==> src/common/hbps_pkg.sv <==
// package: constants for the half-bridge pwm sequencer
package hbps_pkg;
  localparam int unsigned ClkMhz = 40;
  // timing figures in ns, counts derived from the 40 MHz clock
  localparam int unsigned PrechargeNs = 100;
  localparam int unsigned PrechargeCyc = (PrechargeNs * ClkMhz) / 1000;
  localparam int unsigned MinOffNs = 150;
  localparam int unsigned MinOffCyc = (MinOffNs * ClkMhz + 999) / 1000;
  localparam int unsigned ShutdownQualNs = 2500;
  localparam int unsigned ShutdownQualCyc = (ShutdownQualNs * ClkMhz + 999) / 1000;
  localparam int unsigned ModeTransCycles = 128;
  // default switching period in clocks (internal oscillator)
  localparam int unsigned OscPeriodCyc = 160;
  // wishbone register offsets
  localparam logic [7:0] RegCtrl = 8'h00;
  localparam logic [7:0] RegDuty1 = 8'h04;
  localparam logic [7:0] RegDuty2 = 8'h08;
  localparam logic [7:0] RegDead = 8'h0c;
  localparam logic [7:0] RegStatus = 8'h10;
  localparam logic [7:0] RegPeriod = 8'h14;
  // ctrl field positions
  localparam int unsigned CtrlEnBit = 0;
  localparam int unsigned CtrlRunBit = 1;
  localparam logic [31:0] CtrlReset = 32'h0000_0000;
  localparam logic [31:0] DeadReset = 32'h0000_0004;
  typedef enum logic [1:0]
  {
    HBPS_SS_RUN = 2'b00,
    HBPS_SS_DISCH = 2'b01,
    HBPS_SS_OFF = 2'b10
  } hbps_ss_t;
endpackage : hbps_pkg

==> src/rtl/hbps_sequencer.sv <==
// design: per-channel sequencing of a two-channel half-bridge pwm controller
// Functional notes
// (RULE1) mode pin high selects forced conduction
// (RULE2) mode change ramps over 128 switching cycles
// (RULE3) external pulldown on means pulse skip
// (RULE4) overvoltage discharges channel one soft start
// (RULE5) release below discharge threshold, then retry
// (RULE6) overvoltage restart acts on channel one only
// (RULE7) direction flip discharges soft start, restarts
// (RULE8) parallel operation ties direction inputs together
// (RULE9) buck start, low boot: precharge low pulses
// (RULE10) boot undervoltage forces high gate low
// (RULE11) boot undervoltage restarts precharge during running
// (RULE12) boost mode never emits precharge pulses
// (RULE13) programmed dead time from register value
// (RULE14) shutdown pin tied high selects adaptive
// (RULE15) adaptive: turn on after opposite gate low
// (RULE16) qualified shutdown latches until lockout unlatch
// (RULE17) zero duty below soft start offset
// (RULE18) minimum off time in every period
// (RULE19) dead time added to minimum off time
// (RULE20) external sync clock sets switching frequency
// (RULE21) two channel clocks and sync output
// (RULE22) option high 180, low 240 degrees
// (RULE23) mode pin low selects pulse skip
// (RULE24) comparator inputs pass two-flop synchronisers
// (RULE25) shutdown qualification counter restarts on release
//
// Decided for this implementation: register access over Wishbone and the address map.
module hbps_sequencer
  import hbps_pkg::*;
#(
  parameter int unsigned CntW = 16
)
(
  input wire logic clk,
  input wire logic rst_n,
  // wishbone slave
  input wire logic wb_cyc_i,
  input wire logic wb_stb_i,
  input wire logic wb_we_i,
  input wire logic [7:0] wb_adr_i,
  input wire logic [3:0] wb_sel_i,
  input wire logic [31:0] wb_dat_i,
  output logic [31:0] wb_dat_o,
  output logic wb_ack_o,
  // comparator inputs, asynchronous
  input wire logic [1:0] modeAboveTh,
  input wire logic [1:0] ssAboveOffset,
  input wire logic [1:0] ssBelowDischTh,
  input wire logic [1:0] bootUv,
  input wire logic [1:0] highGateLow,
  input wire logic [1:0] lowGateLow,
  input wire logic [1:0] currentZero,
  input wire logic [1:0] direction,
  input wire logic overvoltageProtect,
  input wire logic deadtimeShutdownLow,
  input wire logic deadtimeShutdownHigh,
  input wire logic undervoltageLockoutLow,
  input wire logic syncClockIn,
  input wire logic syncValid,
  input wire logic interleaveOption,
  // outputs
  output logic [1:0] highGate,
  output logic [1:0] lowGate,
  output logic [1:0] softstartDischarge,
  output logic [1:0] forcedConduction,
  output logic channelClockA,
  output logic channelClockB,
  output logic syncClockOut,
  output logic shutdownLatched
);

  localparam int unsigned NSync = 15;

  // two-flop synchronisers for the pin inputs other than gate and soft-start
  logic [NSync-1:0] syncA_q;
  logic [NSync-1:0] syncB_q;
  logic [NSync-1:0] rawIn;
  assign rawIn = {syncClockIn, syncValid, interleaveOption, undervoltageLockoutLow,
                  deadtimeShutdownHigh, deadtimeShutdownLow, overvoltageProtect,
                  direction, currentZero, bootUv, modeAboveTh};
  always_ff @(posedge clk)
  begin
    if (!rst_n)
    begin
      syncA_q <= '0;
      syncB_q <= '0;
    end
    else
    begin
      syncA_q <= rawIn; // see (RULE24)
      syncB_q <= syncA_q;
    end
  end
  logic [1:0] sMode, sBootUv, sZero, sDir;
  logic sOv, sSdLow, sSdHigh, sUvloLow, sOpt, sSyncValid, sSyncIn;
  assign {sSyncIn, sSyncValid, sOpt, sUvloLow, sSdHigh, sSdLow, sOv,
          sDir, sZero, sBootUv, sMode} = syncB_q;
  // the remaining comparators are synchronised separately (gate and soft-start)
  logic [7:0] gA_q, gB_q;
  always_ff @(posedge clk)
  begin
    if (!rst_n)
    begin
      gA_q <= '0;
      gB_q <= '0;
    end
    else
    begin
      gA_q <= {ssAboveOffset, ssBelowDischTh, highGateLow, lowGateLow}; // see (RULE24)
      gB_q <= gA_q;
    end
  end
  logic [1:0] sSsOff, sSsDisch, sHoLow, sLoLow;
  assign {sSsOff, sSsDisch, sHoLow, sLoLow} = gB_q;

  // registers
  logic [31:0] ctrl_q, dead_q;
  logic [CntW-1:0] duty_q [2];
  logic [CntW-1:0] period_q;
  logic wbReq;
  assign wbReq = wb_cyc_i && wb_stb_i && !wb_ack_o;
  always_ff @(posedge clk)
  begin
    if (!rst_n)
    begin
      ctrl_q <= CtrlReset;
      dead_q <= DeadReset;
      duty_q[0] <= '0;
      duty_q[1] <= '0;
      period_q <= CntW'(OscPeriodCyc);
    end
    else if (wbReq && wb_we_i && wb_sel_i[0])
    begin
      case (wb_adr_i)
        RegCtrl: ctrl_q <= wb_dat_i;
        RegDuty1: duty_q[0] <= wb_dat_i[CntW-1:0];
        RegDuty2: duty_q[1] <= wb_dat_i[CntW-1:0];
        RegDead: dead_q <= wb_dat_i; // see (RULE13)
        RegPeriod: period_q <= wb_dat_i[CntW-1:0];
        default: ;
      endcase
    end
  end

  // single-cycle ack, read data registered
  logic [31:0] status;
  always_ff @(posedge clk)
  begin
    if (!rst_n)
    begin
      wb_ack_o <= 1'b0;
      wb_dat_o <= '0;
    end
    else
    begin
      wb_ack_o <= wbReq;
      if (wbReq && !wb_we_i)
      begin
        case (wb_adr_i)
          RegCtrl: wb_dat_o <= ctrl_q;
          RegDuty1: wb_dat_o <= 32'(duty_q[0]);
          RegDuty2: wb_dat_o <= 32'(duty_q[1]);
          RegDead: wb_dat_o <= dead_q;
          RegStatus: wb_dat_o <= status;
          RegPeriod: wb_dat_o <= 32'(period_q);
          default: wb_dat_o <= '0;
        endcase
      end
    end
  end

  // latched emergency shutdown with qualification counter
  logic [15:0] sdCnt_q;
  always_ff @(posedge clk)
  begin
    if (!rst_n)
    begin
      sdCnt_q <= '0;
      shutdownLatched <= 1'b0;
    end
    else
    begin
      if (!sSdLow)
        sdCnt_q <= '0; // see (RULE25)
      else if (sdCnt_q != 16'(ShutdownQualCyc))
        sdCnt_q <= sdCnt_q + 16'h0001;
      if (sdCnt_q == 16'(ShutdownQualCyc))
        shutdownLatched <= 1'b1; // see (RULE16)
      else if (sUvloLow)
        shutdownLatched <= 1'b0;
    end
  end

  // switching clock: internal period counter, or edges of a valid sync clock
  logic [CntW-1:0] phase_q;
  logic syncPrev_q, periodStart;
  always_ff @(posedge clk)
  begin
    if (!rst_n)
      syncPrev_q <= 1'b0;
    else
      syncPrev_q <= sSyncIn;
  end
  logic syncRise;
  assign syncRise = sSyncIn && !syncPrev_q;
  assign periodStart = sSyncValid ? syncRise : (phase_q >= period_q - 1'b1); // see (RULE20)
  always_ff @(posedge clk)
  begin
    if (!rst_n)
      phase_q <= '0;
    else if (periodStart)
      phase_q <= '0;
    else if (phase_q != {CntW{1'b1}})
      phase_q <= phase_q + 1'b1;
  end
  // measured period, used for phase offsets in both clock sources
  logic [CntW-1:0] measPer_q;
  always_ff @(posedge clk)
  begin
    if (!rst_n)
      measPer_q <= CntW'(OscPeriodCyc);
    else if (periodStart)
      measPer_q <= sSyncValid ? phase_q + 1'b1 : period_q;
  end
  // channel two lag: half or two thirds of the period
  logic [CntW-1:0] lagB, lagS, phaseB, phaseS;
  assign lagB = sOpt ? (measPer_q >> 1) : CntW'((32'(measPer_q) * 2) / 3); // see (RULE22)
  assign lagS = sOpt ? (measPer_q >> 2) : CntW'(32'(measPer_q) / 3);
  assign phaseB = (phase_q >= lagB) ? phase_q - lagB : phase_q + measPer_q - lagB;
  assign phaseS = (phase_q >= lagS) ? phase_q - lagS : phase_q + measPer_q - lagS;
  always_ff @(posedge clk)
  begin
    if (!rst_n)
    begin
      channelClockA <= 1'b0;
      channelClockB <= 1'b0;
      syncClockOut <= 1'b0;
    end
    else
    begin
      // all three at the switching frequency, 50 percent duty
      channelClockA <= phase_q < (measPer_q >> 1); // see (RULE21)
      channelClockB <= phaseB < (measPer_q >> 1);
      syncClockOut <= phaseS < (measPer_q >> 1);
    end
  end
  logic [1:0] chStart;
  assign chStart[0] = periodStart;
  assign chStart[1] = (phase_q == lagB);

  // per-channel sequencing
  logic [1:0] ssOk;
  logic [CntW-1:0] maxOn;
  logic [CntW-1:0] deadCyc;
  assign deadCyc = dead_q[CntW-1:0];
  // minimum off time plus dead time trims the longest on time
  assign maxOn = (measPer_q > CntW'(MinOffCyc) + deadCyc)
                 ? measPer_q - CntW'(MinOffCyc) - deadCyc : '0; // see (RULE18) (RULE19)
  logic adaptive;
  assign adaptive = sSdHigh; // see (RULE14)

  genvar ch;
  generate
    for (ch = 0; ch < 2; ch++)
    begin : gCh
      hbps_ss_t ss_q;
      logic [7:0] modeCnt_q;
      logic [CntW-1:0] cnt_q, dtCnt_q;
      logic pwmOn, dischReq, buck, prechg, hiReq, loReq, zeroSeen_q;
      logic [7:0] preCnt_q;
      logic prePulse_q;
      logic dirPrev_q;
      // channel one sees overvoltage; channel two only its direction flip
      assign dischReq = (sDir[ch] != dirPrev_q) ||
                        ((ch == 0) && sOv); // see (RULE4) (RULE6) (RULE7)
      always_ff @(posedge clk)
      begin
        if (!rst_n)
        begin
          ss_q <= HBPS_SS_OFF;
          dirPrev_q <= 1'b0;
        end
        else
        begin
          dirPrev_q <= sDir[ch];
          case (ss_q)
            HBPS_SS_OFF:
              if (ctrl_q[CtrlEnBit] && !shutdownLatched)
                ss_q <= HBPS_SS_RUN;
            HBPS_SS_RUN:
              if (dischReq || !ctrl_q[CtrlEnBit] || shutdownLatched)
                ss_q <= HBPS_SS_DISCH;
            HBPS_SS_DISCH:
              // hold while overvoltage persists, release below threshold
              if (!((ch == 0) && sOv) && sSsDisch[ch] && !shutdownLatched)
                ss_q <= HBPS_SS_OFF; // see (RULE5)
            default: ss_q <= HBPS_SS_OFF;
          endcase
        end
      end
      assign softstartDischarge[ch] = (ss_q == HBPS_SS_DISCH);
      assign ssOk[ch] = (ss_q == HBPS_SS_RUN) && sSsOff[ch];

      // gradual mode move: count switching cycles toward the pin level
      always_ff @(posedge clk)
      begin
        if (!rst_n)
          modeCnt_q <= '0;
        else if (chStart[ch])
        begin
          // the top count sets bit 7, so the ramp ends in full forced conduction
          if (sMode[ch] && modeCnt_q != 8'(ModeTransCycles)) // see (RULE1) (RULE3)
            modeCnt_q <= modeCnt_q + 8'h01; // see (RULE2)
          else if (!sMode[ch] && modeCnt_q != 8'h00) // see (RULE23)
            modeCnt_q <= modeCnt_q - 8'h01;
        end
      end
      assign forcedConduction[ch] = modeCnt_q[7] ||
        (modeCnt_q != 8'h00 && cnt_q[6:0] < modeCnt_q[6:0]);

      // pwm on time with zero duty below offset, capped by maxOn
      always_ff @(posedge clk)
      begin
        if (!rst_n)
          cnt_q <= '0;
        else if (chStart[ch])
          cnt_q <= '0;
        else if (cnt_q != {CntW{1'b1}})
          cnt_q <= cnt_q + 1'b1;
      end
      assign pwmOn = ssOk[ch] && (cnt_q < duty_q[ch]) && (cnt_q < maxOn); // see (RULE17)
      assign buck = !ctrl_q[CtrlRunBit];
      assign prechg = buck && sBootUv[ch] && ssOk[ch]; // see (RULE9) (RULE11) (RULE12)

      // fixed-width precharge pulse at each period start
      always_ff @(posedge clk)
      begin
        if (!rst_n)
        begin
          preCnt_q <= '0;
          prePulse_q <= 1'b0;
        end
        else if (chStart[ch] && prechg)
        begin
          preCnt_q <= 8'(PrechargeCyc - 1);
          prePulse_q <= 1'b1;
        end
        else if (preCnt_q != 8'h00)
          preCnt_q <= preCnt_q - 8'h01;
        else
          prePulse_q <= 1'b0;
      end

      // zero-crossing latch ends rectifier drive in pulse skip
      always_ff @(posedge clk)
      begin
        if (!rst_n)
          zeroSeen_q <= 1'b0;
        else if (chStart[ch])
          zeroSeen_q <= 1'b0;
        else if (sZero[ch])
          zeroSeen_q <= 1'b1;
      end
      assign hiReq = pwmOn && !sBootUv[ch] && !prechg; // see (RULE10)
      assign loReq = prechg ? prePulse_q
                   : (ssOk[ch] && !pwmOn && (forcedConduction[ch] || !zeroSeen_q));

      // dead time: counted delay, or wait for opposite gate low
      always_ff @(posedge clk)
      begin
        if (!rst_n)
        begin
          highGate[ch] <= 1'b0;
          lowGate[ch] <= 1'b0;
          dtCnt_q <= '0;
        end
        else
        begin
          if (!hiReq)
            highGate[ch] <= 1'b0;
          if (!loReq)
            lowGate[ch] <= 1'b0;
          // count from the last gate off, so a long idle gap already covers it
          if (highGate[ch] || lowGate[ch])
            dtCnt_q <= '0;
          else if (dtCnt_q != {CntW{1'b1}})
            dtCnt_q <= dtCnt_q + 1'b1;
          if (hiReq && !loReq && !lowGate[ch] &&
              (adaptive ? sLoLow[ch] : dtCnt_q >= deadCyc)) // see (RULE15)
            highGate[ch] <= 1'b1;
          if (loReq && !hiReq && !highGate[ch] &&
              (adaptive ? sHoLow[ch] : dtCnt_q >= deadCyc))
            lowGate[ch] <= 1'b1;
        end
      end
    end
  endgenerate

  assign status = {18'h0_0000, shutdownLatched, sOv, sBootUv, forcedConduction,
                   softstartDischarge, highGate, lowGate, sSyncValid, adaptive};
endmodule : hbps_sequencer

==> config.mk <==
export PLATFORM = sky130hd
export DESIGN_NAME = hbps_sequencer
export DESIGN_NICKNAME = d
export VERILOG_FILES = /design/src/common/hbps_pkg.sv /design/src/rtl/hbps_sequencer.sv
export SDC_FILE = /design/constraint.sdc
export NUM_CORES = 1
export LEC_CHECK = 0
export BUFFER_PORTS_ARGS = -buffer_cell sky130_fd_sc_hd__buf_2
export CAP_MARGIN = 15
export CORE_UTILIZATION = 30
export DETAILED_ROUTE_END_ITERATION = 8
export GPL_TIMING_DRIVEN = 0
export PLACE_DENSITY = 0.42
export SLEW_MARGIN = 20
export SYNTH_ARGS = -nofsm -noshare
export SYNTH_HDL_FRONTEND = slang
export SYNTH_SLANG_ARGS = --single-unit
==> constraint.sdc <==
create_clock -name clk -period 14.65 [get_ports clk]
set_clock_uncertainty 0.15 [all_clocks]
set_input_delay 0.7325 -clock clk [delete_from_list [all_inputs] [get_ports clk]]
set_output_delay 0.7325 -clock clk [all_outputs]
set_load 0.05 [all_outputs]
== Word-level counts from Yosys, hierarchy flattened ==
Memories as Yosys holds them, arrays and structs flattened.
Index checks and enable logic that the tools add are counted.
Storage, ports and cells
  register bits: 322
  RAM bits: 32
  input port bits: 72
  output and inout bits: 45
  word-level logic and storage cells: 278
  memories kept: 1
Operators by class
  add/subtract/negate cells: 21
  div/mod/pow operators: 2
  order comparisons: 15
  equal/unequal tests: 33
  mux-type cells: 54
  bitwise logic cells: 3
  reductions and logical operators: 110
Memories
  duty_q: words 2, width 16, rd ports 2, clocked after memory_dff 0, write ports 2, line hbps_sequencer.sv:120  | logic [CntW-1:0] duty_q [2];
Operators with widths (count)
  case mux 32 bit (6 select lines): 1
  two-way mux 16 bit: 8
  adder 16 x 1 -> 16 bit (second input constant): 6
  greater-or-equal comparator 16 bit: 5
  inequality test 16 bit (second input constant): 5
  subtractor 16 bit: 5
  < comparator 16 bit: 4
  logical AND 1 bit: 48
  < comparator 16 x 15 -> 1 bit: 3
  divider 16 x 2 -> 32 bit (second input constant): 1
  divider 17 x 2 -> 32 bit (second input constant): 1
  two-way mux 8 bit: 4
  nonzero test 8 bit: 4
  subtractor 8 x 1 -> 8 bit (second input constant): 4
  two-way mux 1 bit: 30
  logical NOT 1 bit: 25
  two-way mux 2 bit: 9
  adder 16 bit: 1
  adder 3 x 16 -> 16 bit (first input constant): 1
  adder 8 x 1 -> 8 bit (second input constant): 2
  equality test 16 bit: 1
  equality test 16 x 7 -> 1 bit (second input constant): 1
  equality test 8 x 4 -> 1 bit (second input constant): 2
  equality test 8 x 5 -> 1 bit (second input constant): 2
  22 further kinds: 65

== Logic depth before layout (Yosys ltp) ==
  word-level depth: 14
  gate-level depth with buffers: 57
  gate-level depth less buffers: 50

== Worst setup path before layout ==
Ideal clock, no wire load.
  path type: reg-to-reg
  start: register measPer_q[14]
  end: register syncClockOut
  setup time: 58 ps
  arrival: 10700 ps
  required time: 14442 ps
  path slack: 3741 ps
  cell stages (with the launch flop): 55
  path buffers: 7
  clock period less this slack: 10909 ps
  cells stage by stage: dfxtp_1 -> buf_2 -> clkbuf_1 -> ha_1 -> buf_2 -> nand2b_1 -> a31o_2 -> or2_1 -> buf_6 -> a32o_1 -> a21o_1 -> buf_6 -> or3_4 -> nand4_2 -> o211ai_2 -> or3_4 -> o311a_4 -> a211oi_1 -> (+19 left out) -> a21oi_1 -> o21ai_0 -> a21oi_1 -> o21ai_0 -> a21oi_1 -> o21bai_1 -> a211o_1 -> a211o_1 -> clkbuf_1 -> clkbuf_1 -> mux2i_1 -> ha_1 -> and3_1 -> a211o_1 -> nor4_1 -> o21ai_0 -> a2111oi_0 -> o21a_1
On the way
  cells in the longest elaborated chain, start to end: 5
  elaborated cells between the ends (all ways): 8
  those cells by class: 3 x add/sub; 1 x div; 2 x order compare; 2 x mux
Ends and longest elaborated chain
  start, declared: line hbps_sequencer.sv:219  | logic [CntW-1:0] measPer_q;
  start signal, assigned: line hbps_sequencer.sv:223  | measPer_q <= CntW'(OscPeriodCyc);
  start signal, assigned: line hbps_sequencer.sv:225  | measPer_q <= sSyncValid ? phase_q + 1'b1 : period_q;
  divider 16 x 2 -> 32 bit: line hbps_sequencer.sv:230  | assign lagS = sOpt ? (measPer_q >> 2) : CntW'(32'(measPer_q) / 3);
  two-way mux 16 bit: line hbps_sequencer.sv:230
  subtractor 16 bit or greater-or-equal comparator 16 bit (tied branches): line hbps_sequencer.sv:232  | assign phaseS = (phase_q >= lagS) ? phase_q - lagS : phase_q + measPer_q - lagS;
  two-way mux 16 bit: line hbps_sequencer.sv:232
  < comparator 16 x 15 -> 1 bit (*): line hbps_sequencer.sv:246  | syncClockOut <= phaseS < (measPer_q >> 1);
  end signal, assigned: line hbps_sequencer.sv:246
  end, declared: line hbps_sequencer.sv:70  | output logic syncClockOut,
Mark *: on every way between the ends. The rest lies on a longest branch, timed or not.
A chain may end at the register's enable or synchronous reset.

== Worst setup path after layout ==
Ends and elaborated chain as after synthesis.

==> summary.txt <==
Placed design
  • Placed Cells: 4786
  • IO Port Bufs: 112
  • GP Congestion: 0.877
  • DP Wirelength: 81300 um
  • Cell area after placement: 0.0294 mm^2
  • Pre-CTS worst setup slack: 0.792 ns

Critical path
  • Critical Setup Path Class: reg2reg
  • Critical path arrival: 14.02 ns
  • Largest stage delay on the critical path: 0.58 ns
  • Crit. Startpoint: measPer_q[14]
  • Worst Reg-to-Reg Cells: 54
  • Nature of the critical path startpoint: flop
  • Crit Reg-Reg Endpoint: syncClockOut
  • Worst Path Required: 15.03 ns
  • R2R Setup Slk: 1.01 ns
  • Worst path slowest cell: dfxtp_1
  • Critical path capture point type: flop
  • RR Startpoint: measPer_q[14]
  • Critical path fanouts, max: 10

Clocking
  • Clock insertion delay at the later pin of the skew report: 0.58 ns
  • CTS tree: done
  • Clock transition at path regs: 0.08 ns
  • Max clock buf depth: 3
  • H-tree depth: 2
  • Setup bufs post-CTS: 0
  • Post-CTS Resized: 0
  • TritonCTS Sinks: 354
  • CTS root buffer: clkbuf_16
  • Hold_buf cts: 0
  • CTS buffer count: 41

Power
  • Worst VDD drop: 70.4 uV
  • Leak pwr: 13.0 nW
  • Post-layout total power: 2.81 mW
  • Power per Cell Area: 90.9 mW/mm^2

Final layout
  • FILL cells: 9680
  • Final core utilization: 34.2%
  • Post-Layout Cell Count: 4863
  • Layout cells sized above 1: 6.92%
  • Final instance area: 0.0309 mm^2
  • P&R area growth vs syn: 12.8%
  • Nets: 4042

Synthesis
  • Mapped Cells: 3497
  • Syn nets: 3886
  • Area leader, netlist: dfxtp_1
  • Seq cells post-synth: 354
  • Primary FF master, synth: dfxtp_1
  • Post-synth design cell area: 0.0274 mm^2
  • Ys async rst share: 0%
  • EDFF count, synth: 32
  • Top-area cell type share of the netlist area: 23.6%
  • Avg Cell Area, Syn: 7.82 um^2
  • Synth warnings: 0
  • Register area share after synthesis: 27.1%
  • Synth top area cells: dfxtp_1 (24%), ha_1 (14%), a21oi_1 (6.0%)
  • Distinct cells, synth: 101

GRT
  • Pin count of the biggest net entering global routing: 17
  • Initial antenna violation count: 5
  • GRT overflow: 0
  • Total track usage: 22.2%
  • Vias in the first global route: 24.8k
  • Global-route wire length before repair: 157000 um

STA
  • Slew @ Worst Pin: 1.17 ns
  • Hold WS: 0.202 ns
  • Setup TNS: 0 ns
  • Max-slew violations: 0
  • Post-route minimum period: 13.64 ns
  • Setup WS post-layout: 1.01 ns
  • Final period utilization: 93.1%
  • Max Clk Rate: 0.0733 GHz
  • Final setup viols: 0
  • RSZ-0062 raised after global routing: false
  • Final Hold Vio Count: 0
  • Slew headroom: 21.3%

Hold path
  • Worst Hold Depth: 2
  • Worst hold path class: in2reg
  • Min-delay src: bootUv[1]
  • WHS Endpoint: syncA_q[3]

Route
  • Pre-antenna DRT Iters: 6
  • Routed WL: 105000 um
  • Post-route ant nets: 0
  • Via count: 25.6k
  • Routed wire per std cell: 21.6 um
  • Post-route DRC: 0
  • Routed vias/inst: 5.27
  • Initial DRC count: 1841

Floorplanning
  • Initial Util: 30.3%
  • Ports: 117
  • CORE AREA: 0.0901 mm^2
  • Die ar.: 0.0924 mm^2
  • Die W: 304 um
  • FP Rows: 110
  • Die outline height: 304 um

Run
  • MaxCap Viol Count: 0

Run status
  • Status: finished clean
==> cell type report <==
type / instances / area, um^2 / share of cell area [%]
tap: 1176 / 1470 / 4.77
sequential: 354 / 7410 / 24.0
buffer: 171 / 688 / 2.23
antenna: 1 / 2.50 / 0.00811
clock buffer: 59 / 1210 / 3.92
multi-input combinational: 2752 / 18500 / 59.9
timing repair buffer: 113 / 568 / 1.84
inverter: 220 / 826 / 2.68
clock inverter: 17 / 213 / 0.689
==> critical path: cells and delay by family, from the launching register on <==
kind / cells / cell delay, ns
mux: 2 / 0.60
buf+inv: 9 / 1.85
xor+xnor: 1 / 0.25
flops: 1 / 0.58
fa+ha+maj: 5 / 1.35
simple gates: 10 / 2.49
compound gates: 27 / 6.27
==> power by group <==
group	switching [mW]	leakage [nW]	internal (mW)
clock	0.457	0.697	0.634
combinational	0.393	9.40	0.269
sequential	0.0377	2.94	1.01
==> cell usage in the layout (no fill, tap or decap), types with 36 or more instances in the layout <==
cell / Yosys / routed
clkbuf_1: 144 / 145
mux2i_1: 57 / 57
nand3_1: 128 / 128
nor2b_1: 36 / 36
and2_1: 82 / 82
a22oi_1: 40 / 39
dfxtp_1: 322 / 322
o21ai_0: 158 / 157
ha_1: 309 / 309
a211oi_1: 43 / 41
xor2_1: 78 / 78
nand4_1: 45 / 45
nor3_1: 83 / 81
nor2_1: 315 / 315
buf_2: 11 / 123
nand2b_1: 47 / 47
nand2_1: 351 / 351
inv_1: 212 / 212
xnor2_1: 132 / 132
a21o_1: 107 / 107
clkbuf_16: 0 / 42
a21oi_1: 330 / 330
==> routing by layer <==
layer | vias up | track usage, % | wire, um
met5 | - | 0 | 11
met4 | 2 | 7.12 | 3240
met3 | 138 | 2.29 | 5100
met2 | 683 | 35.8 | 47000
met1 | 11995 | 30.8 | 49700
li1 | 12796 | - | -
==> logic make-up (layout without fill, tap and decap cells) <==
family	count (synthesis)	after routing	synth area share (%)
mux	67	67	2.58
simple gates	1210	1210	21.0
compound gates	946	946	22.3
other cells	0	1	0
xor+xnor	210	210	6.72
flops	354	354	27.1
fa+ha+maj	319	319	14.8
buf+inv	391	580	5.51
==> worst max-delay path by stage <==
stage | endpoint | cells after the start
final | syncClockOut | 54
after global routing | syncClockOut | 54
after CTS | syncClockOut | 53
after detailed placement | syncClockOut | 53
after global placement | syncClockOut | 53
after floorplan | syncClockOut | 54
==> cells in the mapped netlist, types with 47 or more instances <==
cell type	n
and2_1	82
a21oi_1	330
nor2_1	315
a21o_1	107
clkbuf_1	144
nand2_1	351
xor2_1	78
mux2i_1	57
inv_1	212
nor3_1	83
xnor2_1	132
nand3_1	128
nand2b_1	47
o21ai_0	158
dfxtp_1	322
ha_1	309
==> registers in the layout, summed over array words and instances (netlist names), 4 cells and up <==
register       count
wb_dat_o          32
gA_q               8
period_q          16
phase_q           16
gCh.ss_q           4
ctrl_q            32
measPer_q         16
duty_q            32
gCh.cnt_q         32
gB_q               8
syncA_q           15
syncB_q           15
gCh.modeCnt_q     16
gCh.dtCnt_q       32
dead_q            32
sdCnt_q           16
gCh.preCnt_q      16
(Power assumes the default switching activity.)
